## config.mk

```make
export PLATFORM = sky130hd
export DESIGN_NAME = scr_regs
export DESIGN_NICKNAME = d
export VERILOG_FILES = /design/src/scr_pkg.sv /design/src/scr_regs.sv
export SDC_FILE = /design/constraint.sdc
export NUM_CORES = 1
export LEC_CHECK = 0
export ABC_AREA = 0
export BUFFER_PORTS_ARGS = -buffer_cell sky130_fd_sc_hd__buf_2
export CORE_MARGIN = 2
export CORE_UTILIZATION = 45
export CTS_CLUSTER_SIZE = 28
export DETAILED_ROUTE_END_ITERATION = 8
export PLACE_DENSITY = 0.8
export REMOVE_ABC_BUFFERS = 1
export SYNTH_ARGS = -nofsm -noshare
export SYNTH_HDL_FRONTEND = slang
export SYNTH_SLANG_ARGS = --single-unit
```

## constraint.sdc

```tcl
create_clock -name core_clk -period 3.35 [get_ports core_clk]
set_input_delay 0 -clock core_clk [delete_from_list [all_inputs] [get_ports core_clk]]
set_output_delay 0 -clock core_clk [all_outputs]
set_load 0.03 [all_outputs]
```

## src/scr_pkg.sv

```systemverilog
// Package for the secondary configuration register slice.
// Assumes a single core clock domain and plain register port access.
package scr_pkg;

    // ********************************************************************
    // Register offsets
    // ********************************************************************
    localparam logic [7:0] ARB_PRIO_OFS   = 8'h48;
    localparam logic [7:0] LINE_LAT_OFS   = 8'h4C;
    localparam logic [7:0] CSR_WIN_OFS    = 8'h50;

    // ********************************************************************
    // Field positions and reset values
    // ********************************************************************
    localparam int         PRIO_BRIDGE_BIT = 22;
    localparam int         PRIO_EXT_LSB    = 23;
    localparam int         PRIO_EXT_N      = 8;
    localparam logic       PRIO_BRIDGE_RST = 1'b1;
    localparam logic [7:0] PRIO_EXT_RST    = 8'h00;
    localparam int         LINE_LSB        = 2;
    localparam logic [3:0] LINE_RST        = 4'h0;
    localparam int         LAT_LSB         = 8;
    localparam logic [7:0] LAT_RST_PCI     = 8'h00;
    localparam logic [7:0] LAT_RST_PCIX    = 8'h40;
    localparam int         HDR_CFG_LSB     = 16;
    localparam logic [6:0] HDR_CFG_VAL     = 7'h00;
    localparam logic       HDR_MULTI_VAL   = 1'b0;
    localparam int         BASE_LSB        = 12;
    localparam logic [19:0] BASE_RST       = 20'h00000;
    localparam logic [2:0] ADDR_TYPE_LSB   = 3'h1;
    localparam logic [1:0] ADDR_TYPE_VAL   = 2'h0;
    localparam logic       PREFETCH_VAL    = 1'b0;
    localparam logic       SPACE_VAL       = 1'b0;

    // Window decode output bundle
    typedef struct packed {
        logic        enable;
        logic [19:0] base;
        logic [19:0] mask;
    } scr_window_t;

endpackage

```

## src/scr_regs.sv

```systemverilog
// Secondary configuration registers: arbiter priority, line size,
// latency timer, header kind and CSR/memory window base.
// Assumes strobes synchronous to core_clk; setup mask from same domain.
//
// Decided for this implementation: the address-and-strobe port.
`timescale 1ns/1ps
`default_nettype none

module scr_regs (
    // Clock and reset
    input  wire logic                 core_clk,
    input  wire logic                 reset,
    // Register port
    input  wire logic [7:0]           reg_addr,
    input  wire logic [31:0]          reg_wdata,
    input  wire logic                 reg_wr,
    input  wire logic                 reg_rd,
    output logic      [31:0]          reg_rdata,
    // Bridge mode straps
    input  wire logic                 forward_mode,
    input  wire logic                 pcix_mode,
    // Upstream memory 0 setup and translated base
    input  wire logic [19:0]          setup_mask,
    input  wire logic [19:0]          xlat_base,
    // Window address lookup
    input  wire logic [31:0]          probe_addr,
    output logic                      hit_csr,
    output logic                      hit_fwd,
    output logic      [31:0]          fwd_addr,
    // Arbiter priorities, line size, latency and window to the rest of the bridge
    output logic      [8:0]           arb_prio,
    output logic      [3:0]           line_size,
    output logic      [7:0]           latency,
    output scr_pkg::scr_window_t      window
);

    // ********************************************************************
    // Configuration state
    // ********************************************************************
    logic        prio_br_q,  prio_br_d;
    logic [7:0]  prio_ext_q, prio_ext_d;
    logic [3:0]  line_q,     line_d;
    logic [7:0]  lat_q,      lat_d;
    logic [19:0] base_q,     base_d;
    logic        fwd_q,      fwd_d;
    logic [31:0] rdata_q,    rdata_d;
    logic        hit_csr_q,  hit_csr_d;
    logic        hit_fwd_q,  hit_fwd_d;
    logic [31:0] fwd_addr_q, fwd_addr_d;
    logic        win_en;
    logic [19:0] off_bits;
    scr_pkg::scr_window_t win_q, win_d;

    // Mode straps are pins: two-flop synchronisers
    logic        fwd_s1_q, fwd_s2_q, pcix_s1_q, pcix_s2_q;

    always_ff @(posedge core_clk) begin
        if (reset) begin
            fwd_s1_q  <= 1'b0;
            fwd_s2_q  <= 1'b0;
            pcix_s1_q <= 1'b0;
            pcix_s2_q <= 1'b0;
        end else begin
            fwd_s1_q  <= forward_mode;
            fwd_s2_q  <= fwd_s1_q;
            pcix_s1_q <= pcix_mode;
            pcix_s2_q <= pcix_s1_q;
        end
    end

    // ********************************************************************
    // Register write logic
    // ********************************************************************
    always_comb begin
        prio_br_d  = prio_br_q;
        prio_ext_d = prio_ext_q;
        line_d     = line_q;
        lat_d      = lat_q;
        base_d     = base_q;
        fwd_d      = fwd_s2_q;
        // Reverse bridge forces latency to zero
        if (!fwd_s2_q) begin
            lat_d = scr_pkg::LAT_RST_PCI;
        end else if (!fwd_q) begin
            // Entering forward mode loads mode-dependent default
            lat_d = pcix_s2_q ? scr_pkg::LAT_RST_PCIX : scr_pkg::LAT_RST_PCI;
        end
        if (reg_wr) begin
            case (reg_addr)
                scr_pkg::ARB_PRIO_OFS: begin
                    prio_br_d  = reg_wdata[scr_pkg::PRIO_BRIDGE_BIT];
                    prio_ext_d = reg_wdata[scr_pkg::PRIO_EXT_LSB +: 8];
                end
                scr_pkg::LINE_LAT_OFS: begin
                    line_d = reg_wdata[scr_pkg::LINE_LSB +: 4];
                    if (fwd_s2_q && fwd_q) begin
                        lat_d = reg_wdata[scr_pkg::LAT_LSB +: 8];
                    end
                end
                scr_pkg::CSR_WIN_OFS: begin
                    // Only setup-enabled bits take the write
                    base_d = (base_q & ~setup_mask)
                           | (reg_wdata[31:scr_pkg::BASE_LSB] & setup_mask);
                end
                default: begin
                end
            endcase
        end
    end

    // ********************************************************************
    // Read data, fixed fields
    // ********************************************************************
    always_comb begin
        rdata_d = 32'h0000_0000;
        if (reg_rd) begin
            case (reg_addr)
                scr_pkg::ARB_PRIO_OFS: begin
                    rdata_d[scr_pkg::PRIO_BRIDGE_BIT]  = prio_br_q;
                    rdata_d[scr_pkg::PRIO_EXT_LSB +: 8] = prio_ext_q;
                end
                scr_pkg::LINE_LAT_OFS: begin
                    rdata_d[1:0] = 2'h0;
                    rdata_d[scr_pkg::LINE_LSB +: 4] = line_q;
                    rdata_d[7:6] = 2'h0;
                    rdata_d[scr_pkg::LAT_LSB +: 8] = lat_q;
                    rdata_d[scr_pkg::HDR_CFG_LSB +: 7] = scr_pkg::HDR_CFG_VAL;
                    rdata_d[23] = scr_pkg::HDR_MULTI_VAL;
                end
                scr_pkg::CSR_WIN_OFS: begin
                    rdata_d[0]   = scr_pkg::SPACE_VAL;
                    rdata_d[2:1] = scr_pkg::ADDR_TYPE_VAL;
                    rdata_d[3]   = scr_pkg::PREFETCH_VAL;
                    rdata_d[31:scr_pkg::BASE_LSB] = base_q;
                end
                default: begin
                end
            endcase
        end
    end

    // ********************************************************************
    // Window decode and translation
    // ********************************************************************
    assign win_en   = (base_q != 20'h00000);
    assign off_bits = probe_addr[31:scr_pkg::BASE_LSB] & ~setup_mask;

    always_comb begin
        hit_csr_d  = 1'b0;
        hit_fwd_d  = 1'b0;
        fwd_addr_d = 32'h0000_0000;
        // Registered window view; mask lags its input by one cycle
        win_d.enable = (base_d != 20'h00000);
        win_d.base   = base_d;
        win_d.mask   = setup_mask;
        // Size set by setup mask: 4KB up to 2GB
        if (win_en && ((probe_addr[31:scr_pkg::BASE_LSB] & setup_mask)
                       == (base_q & setup_mask))) begin
            if (off_bits == 20'h00000) begin
                hit_csr_d = 1'b1;
            end else begin
                hit_fwd_d  = 1'b1;
                fwd_addr_d = {(xlat_base & setup_mask) | off_bits,
                              probe_addr[scr_pkg::BASE_LSB-1:0]};
            end
        end
    end

    // ********************************************************************
    // State registers
    // ********************************************************************
    always_ff @(posedge core_clk) begin
        if (reset) begin
            prio_br_q  <= scr_pkg::PRIO_BRIDGE_RST;
            prio_ext_q <= scr_pkg::PRIO_EXT_RST;
            line_q     <= scr_pkg::LINE_RST;
            lat_q      <= scr_pkg::LAT_RST_PCI;
            base_q     <= scr_pkg::BASE_RST;
            fwd_q      <= 1'b0;
            rdata_q    <= 32'h0000_0000;
            hit_csr_q  <= 1'b0;
            hit_fwd_q  <= 1'b0;
            fwd_addr_q <= 32'h0000_0000;
            win_q      <= '{enable: 1'b0, base: scr_pkg::BASE_RST, mask: 20'h00000};
        end else begin
            prio_br_q  <= prio_br_d;
            prio_ext_q <= prio_ext_d;
            line_q     <= line_d;
            lat_q      <= lat_d;
            base_q     <= base_d;
            fwd_q      <= fwd_d;
            rdata_q    <= rdata_d;
            hit_csr_q  <= hit_csr_d;
            hit_fwd_q  <= hit_fwd_d;
            fwd_addr_q <= fwd_addr_d;
            win_q      <= win_d;
        end
    end

    // Outputs straight from flops
    assign reg_rdata      = rdata_q;
    assign hit_csr        = hit_csr_q;
    assign hit_fwd        = hit_fwd_q;
    assign fwd_addr       = fwd_addr_q;
    assign arb_prio       = {prio_ext_q, prio_br_q};
    assign line_size      = line_q;
    assign latency        = lat_q;
    assign window         = win_q;

    // ********************************************************************
    // Checks
    // ********************************************************************
    property p_prio_write;
        @(posedge core_clk) disable iff (reset)
        (reg_wr && reg_addr == scr_pkg::ARB_PRIO_OFS) |=>
            arb_prio == $past(reg_wdata[30:22]);
    endproperty
    a_prio_write: assert property (p_prio_write) else $error("priority write lost");

    property p_prio_reset;
        @(posedge core_clk) $fell(reset) |-> arb_prio == 9'h001;
    endproperty
    a_prio_reset: assert property (p_prio_reset) else $error("priority reset wrong");

    property p_line_read;
        @(posedge core_clk) disable iff (reset)
        (reg_rd && reg_addr == scr_pkg::LINE_LAT_OFS) |=>
            reg_rdata[1:0] == 2'h0 && reg_rdata[7:6] == 2'h0
            && reg_rdata[5:2] == $past(line_size) && reg_rdata[31:16] == 16'h0000;
    endproperty
    a_line_read: assert property (p_line_read) else $error("line size read wrong");

    property p_rev_latency;
        @(posedge core_clk) disable iff (reset)
        (!fwd_s2_q)[*2] |-> latency == 8'h00;
    endproperty
    a_rev_latency: assert property (p_rev_latency) else $error("reverse latency nonzero");

    property p_fwd_entry;
        @(posedge core_clk) disable iff (reset)
        (fwd_s2_q && !fwd_q && !reg_wr) |=>
            latency == ($past(pcix_s2_q) ? 8'h40 : 8'h00);
    endproperty
    a_fwd_entry: assert property (p_fwd_entry) else $error("latency default wrong");

    property p_base_mask;
        @(posedge core_clk) disable iff (reset)
        ((base_q & ~setup_mask) == 20'h00000) |=> ((base_q & ~$past(setup_mask)) == 20'h00000);
    endproperty
    a_base_mask: assert property (p_base_mask) else $error("masked base bit changed");

    property p_win_read;
        @(posedge core_clk) disable iff (reset)
        (reg_rd && reg_addr == scr_pkg::CSR_WIN_OFS) |=>
            reg_rdata[11:0] == 12'h000 && reg_rdata[31:12] == $past(base_q);
    endproperty
    a_win_read: assert property (p_win_read) else $error("window read wrong");

    property p_disabled;
        @(posedge core_clk) disable iff (reset)
        (base_q == 20'h00000) |=> !hit_csr && !hit_fwd;
    endproperty
    a_disabled: assert property (p_disabled) else $error("hit while disabled");

    property p_one_hit;
        @(posedge core_clk) disable iff (reset)
        !(hit_csr && hit_fwd) && (!hit_fwd || fwd_addr[11:0] == $past(probe_addr[11:0]));
    endproperty
    a_one_hit: assert property (p_one_hit) else $error("hit decode wrong");

    property p_rdata_idle;
        @(posedge core_clk) disable iff (reset)
        !reg_rd |=> reg_rdata == 32'h0000_0000;
    endproperty
    a_rdata_idle: assert property (p_rdata_idle) else $error("read data not cleared");

    property p_unmapped_read;
        @(posedge core_clk) disable iff (reset)
        (reg_rd && reg_addr != scr_pkg::ARB_PRIO_OFS && reg_addr != scr_pkg::LINE_LAT_OFS
         && reg_addr != scr_pkg::CSR_WIN_OFS) |=> reg_rdata == 32'h0000_0000;
    endproperty
    a_unmapped_read: assert property (p_unmapped_read) else $error("unmapped read nonzero");

    property p_prio_read;
        @(posedge core_clk) disable iff (reset)
        (reg_rd && reg_addr == scr_pkg::ARB_PRIO_OFS) |=>
            reg_rdata[21:0] == 22'h0 && !reg_rdata[31]
            && reg_rdata[30:22] == $past(arb_prio);
    endproperty
    a_prio_read: assert property (p_prio_read) else $error("priority read wrong");

    property p_line_write;
        @(posedge core_clk) disable iff (reset)
        (reg_wr && reg_addr == scr_pkg::LINE_LAT_OFS) |=> line_size == $past(reg_wdata[5:2]);
    endproperty
    a_line_write: assert property (p_line_write) else $error("line size write lost");

    property p_lat_write;
        @(posedge core_clk) disable iff (reset)
        (reg_wr && reg_addr == scr_pkg::LINE_LAT_OFS && fwd_s2_q && fwd_q) |=>
            latency == $past(reg_wdata[15:8]);
    endproperty
    a_lat_write: assert property (p_lat_write) else $error("latency write lost");

    property p_lat_hold;
        @(posedge core_clk) disable iff (reset)
        (!reg_wr && fwd_s2_q && fwd_q) |=> $stable(latency);
    endproperty
    a_lat_hold: assert property (p_lat_hold) else $error("latency changed unwritten");

    property p_win_write;
        @(posedge core_clk) disable iff (reset)
        (reg_wr && reg_addr == scr_pkg::CSR_WIN_OFS) |=>
            ((window.base ^ $past(reg_wdata[31:12])) & $past(setup_mask)) == 20'h00000;
    endproperty
    a_win_write: assert property (p_win_write) else $error("enabled base bit not written");

    property p_win_enable;
        @(posedge core_clk) disable iff (reset)
        window.enable == (window.base != 20'h00000);
    endproperty
    a_win_enable: assert property (p_win_enable) else $error("window enable wrong");

endmodule

`default_nettype wire

```

# ---- Word-level counts from Yosys, hierarchy flattened
# Cells that the tools add are included.
# W data, S select, Z words.
dict set report totals {
  out_inout_bits 128
  ff_bits 133
  input_bits 118
  word_cells 60
}
dict set report op_classes {
  n_mux 13
  bitwise 13
  eq_ne 4
  n_reduce_logical 12
}
# op n
set op_table {}
lappend op_table {{$and A20 B20 Y20} 6}
lappend op_table {{$mux W20} 2}
lappend op_table {{$mux W8} 5}
lappend op_table {{$or A20 B20 Y20} 2}
lappend op_table {{$reduce_bool A20 Y1} 2}
lappend op_table {{$eq A8 B7 Y1 const B} 3}
lappend op_table {{$eq A20 B20 Y1} 1}
lappend op_table {{$logic_not A20 Y1} 1}
lappend op_table {{$not A20 Y20} 1}
lappend op_table {{$pmux W10 S2} 1}
lappend op_table {{$pmux W7 S2} 1}
lappend op_table {{$reduce_or A3 Y1} 3}
lappend op_table {{$mux W7} 1}
lappend op_table {{$not A1 Y1} 4}
lappend op_table {{$pmux W2 S2} 1}
lappend op_table {{$reduce_and A2 Y1} 2}
lappend op_table {{$reduce_or A2 Y1} 2}
lappend op_table {{$logic_and A1 B1 Y1} 2}
lappend op_table {{$mux W1} 2}

# ---- Depth between registers and ports, before layout
dict set report depth {
  ltp_word 6
  depth_mapped 7
  ltp_nobuf 6
}

# ---- Least setup slack after synthesis
# Ideal clock, no wire load.
dict set report synth_timing {
  path_type {reg-to-reg}
  from {register, netlist name window[36]}
  to {register fwd_addr_q[12] (netlist: fwd_addr[12])}
  n_path_buf 1
  arrival_ps 1736
  synth_period_minus_slack_ps 1806
  path_slack_ps 1544
  setup_time_ps 70
  required_time_ps 3280
  stages_incl_launch_ff 8
  path_cell_list {dfxtp_1 -> xor2_1 -> a222oi_1 -> o2111ai_1 -> nor3_2 -> nand2_1 -> clkbuf_1 -> a21oi_1}
}
# element line_no
set synth_rtl {}
lappend synth_rtl {{end signal, assigned} scr_regs.sv:195} ;# fwd_addr_q <= fwd_addr_d;
lappend synth_rtl {{end, declared} scr_regs.sv:49} ;# logic [31:0] fwd_addr_q, fwd_addr_d;

==> metrics list <==
- Number of antenna violations at the first check in global routing: 2
* Final routed wire length divided by cell count: slightly below 20 um
* Post-route fraction of the period consumed by the critical path: 89.1%
* Sort of element at the start of the critical path: flop
- Number of optimization iterations in the first detailed-route pass: 6
- Detailed routing placed a total of between 1.5 and 2 mm of wire on met3.
- The die is between 100 and 150 um tall.
- Cell Area, Placed: between 5000 and 6000 um^2
* Max Freq: approximately 340 MHz
* Sum of negative setup slack: 0 ps
* Vias per inst: 5.34
- Highest fanout seen on the critical path: 21
* Reported leakage power: about 4 nW
* Sink Count: roughly 130
- Number of endpoints failing setup at the final stage: 0
* P per Cell Area: between 400 and 500 nW/um^2
- The routed layout has approximately 5,300 vias.
* RD Place Congestion: about 0.89
- RSZ-0062 raised after global routing: false
* Die width: 106 um
- Synthesis-stage register bit count: about 130
- TritonCTS clock tree: built
* All-Layer GR Usage: about a third
- Placed wire-length estimate: around 11 mm
- Number of resized instances in the post-cts repair step: 0
- First-pass GRT wire length: about 29 mm
- Synthesis instantiated 31 different standard cells from the library.
- Pin count of the biggest net entering global routing: 46
- Count of nets after finishing: around 950
* Fill cells: ~660
- Total count of hold-check failures in the final report: 0
- Max VDD drop: 0.311 mV
* Syn Inst Count: 460
- The routed design has 19.5 mm of wire.
- The worst hold path was traced through 3 stages.
- Yosys printed 0 warnings.
- In this run the standard cell core region covers 10,200 um^2.
- Number of DRC violations after detailed routing: 0
* Clock transition at the registers of the reported paths: 60 ps
- Maximum clock path buffer count: 2
* FF/Latch Area: between 2000 and 3000 um^2
- Max-cap violations: 0
- Count of placed standard cells including taps: between 800 and 900
- Prior to clock tree synthesis, the placed netlist has a worst setup slack of 446 ps.
- Layout cell share with drive strength beyond 1: roughly 33%
- For this run the aggregate overflow at the end of global routing stands at 0.
- Post-CTS Hold Buffers: between 100 and 150
- Violation count after the first detailed-route iteration: 376
- In this run the top signal layer used is met4.
- Total met2 wirelength after detailed routing: 9.53 mm
- Area of the multi-input gates: a little under 2000 um^2
- The via count of the first global-routing pass is approximately 5,500.
- By startpoint and endpoint, the worst setup path is classified as flop to flop.
- For the pin with the worst max-slew slack, the measured transition is between 800 and 900 ps.
* Port buffer count: 237
- Leaving out filler cells and counting taps, the final layout contains between 900 and 1,000.
- Clock tree synthesis selected as its root buffer the cell sky130_fd_sc_hd__clkbuf_8.
* Worst Skew: 7.58 ps
- CP endpoint kind: flop
- Synthesized area per cell: about 10 um^2
* Worst Slack Setup Final: roughly 370 ps
* Post-CTS Repair Setup Buffers: 0
- Row count: 37
- Netlist Area Pre-Place: between 4000 and 5000 um^2
* Area grow syn2layout: 69.3%
* Total design power: around 3.8 mW
- STA puts the critical path data arrival time at about 3400 ps.
- Level count of the clock H-tree: 4
- In this run the count of I/O pins placed on the die edge is 246.
- Counting cells, the worst reg-to-reg path comes to 6.
* Type of the tightest min-delay check: input pin to flop
- Worst rel slew slack: a little over two fifths
- Clk Latency, worst-skew pair: 510 ps
- The finished cells cover just under 8000 um^2.
- Initial core utilization: roughly 46%
- Clock tree synthesis inserted a total of 17 buffers.
- The share of the Yosys chip area taken by registers is between 50% and 60%.
- Met1 Wirelength: 7.14 mm
* Clock period minus worst slack: between 2000 and 3000 ps
- The detail route stage leaves a number of antenna-violating nets equal to 0.
* Data required, critical path: about 3800 ps
- The flow ran to the end, and the final reports show no timing, DRC or antenna violations.
* Area enclosed by the die boundary: between 10,000 and 15,000 um^2
* Max Slew Vio Count: 0
routing by layer:
layer / track usage, % / up-vias
li1: - / 2339
met1: 38.1 / 2437
met2: 57.5 / 382
met3: 8.83 / 99
met4: 22.4 / 0
met5: 0 / -
layout by cell type (no fill, tap or decap), drive strengths merged, types with 13 or more instances in the layout:
master	Yosys	layout
xor2	20	20
nor2	47	47
dlygate4sd3	0	134
a21oi	22	22
nand2b	20	20
nand2	25	25
nor2b	26	26
and2	15	15
clkbuf	17	23
nand4	31	31
buf	10	244
a22o	13	13
dfxtp	129	129
mux2i	40	40
path summary, 6_finish.rpt:
| kind | startpoint | endpoint | slack [ps] |
|---|---|---|---|
| worst min register to register | pcix_s1_q$_SDFF_PP0_ | pcix_s2_q$_SDFF_PP0_ | 450 |
| worst min-delay path | reg_addr[2] | reg_rdata[27]$_SDFF_PP0_ | 30 |
| worst max-delay path | window[36]$_SDFF_PP0_ | fwd_addr[17]$_SDFF_PP0_ | 370 |
| worst max register to register | window[36]$_SDFF_PP0_ | fwd_addr[17]$_SDFF_PP0_ | 370 |
synthesized netlist by cell type, drive strengths merged:
cell / count / area [um^2]
conb: 1 / 3.75
a22o: 13 / 114
buf: 10 / 65.1
dfxtp: 129 / 2580
mux2i: 40 / 400
clkbuf: 17 / 63.8
nor4b: 2 / 47.6
nor2: 47 / 176
a21oi: 22 / 110
nand4bb: 1 / 11.3
inv: 4 / 15.0
nor2b: 26 / 163
o2111ai: 1 / 8.76
a222oi: 1 / 10.0
nand3b: 1 / 7.51
xor2: 20 / 175
nor3b: 1 / 7.51
nand4: 31 / 194
nor3: 3 / 20.0
nor4: 5 / 31.3
nand2b: 20 / 125
nand3: 2 / 10.0
a211o: 1 / 8.76
a22oi: 8 / 60.1
nand2: 25 / 93.8
and2: 15 / 93.8
a2111oi: 1 / 8.76
and3: 12 / 75.1
or4b: 1 / 10.0
sequential cells by signal (all words and copies together) (netlist names), 4 cells and up:
register and cells:
line_size 4, reg_rdata 28, fwd_addr 32, latency 8
prio_ext_q 8, window 41
power by group:
group | switching, mW | total (mW) | leakage [nW] | internal [mW]
clock | 0.670 | 1.88 | 0.294 | 1.21
sequential | 0.00444 | 1.56 | 1.05 | 1.55
combinational | 0.178 | 0.367 | 2.66 | 0.189
total | 0.852 | 3.80 | 4.00 | 2.95
metrics by stage:
stage          utilization [%]  hold WS, ps
6_report                  77.6         26.2
5_1_grt                   77.6         20.7
4_1_cts                   77.6         1.40
3_5_place_dp              58.6          217
3_3_place_gp              58.6          223
2_1_floorplan                -         69.1
logic make-up (layout without fill, tap and decap cells):
logic type,after synthesis,count (layout),share of synthesized area [%]
simple gates,192,192,22.7
compound gates,47,47,6.83
xor+xnor,20,20,3.73
other cells,1,6,0.0799
mux,40,40,8.53
buf+inv,31,414,3.07
flops,129,129,55.0
cell type report:
type | instances | share of cell area (%)
Timing Repair Buffer | 378 | 32.5
Tap cell | 136 | 2.14
Clock buffer | 23 | 6.00
Antenna cell | 2 | 0.0630
Clock inverter | 9 | 1.62
Inverter | 4 | 0.189
Sequential cell | 129 | 32.5
Multi-Input combinational cell | 303 | 25.0
critical path, cell delays in order (launching register included):
cell and delay, ps:
sky130_fd_sc_hd__dfxtp_1 480, sky130_fd_sc_hd__xor2_1 130, sky130_fd_sc_hd__a222oi_1 380, sky130_fd_sc_hd__o2111ai_1 200
sky130_fd_sc_hd__nor3_2 560, sky130_fd_sc_hd__nand2_1 690, sky130_fd_sc_hd__a21oi_1 430
No activity file was read; power rests on OpenSTA's default activity.
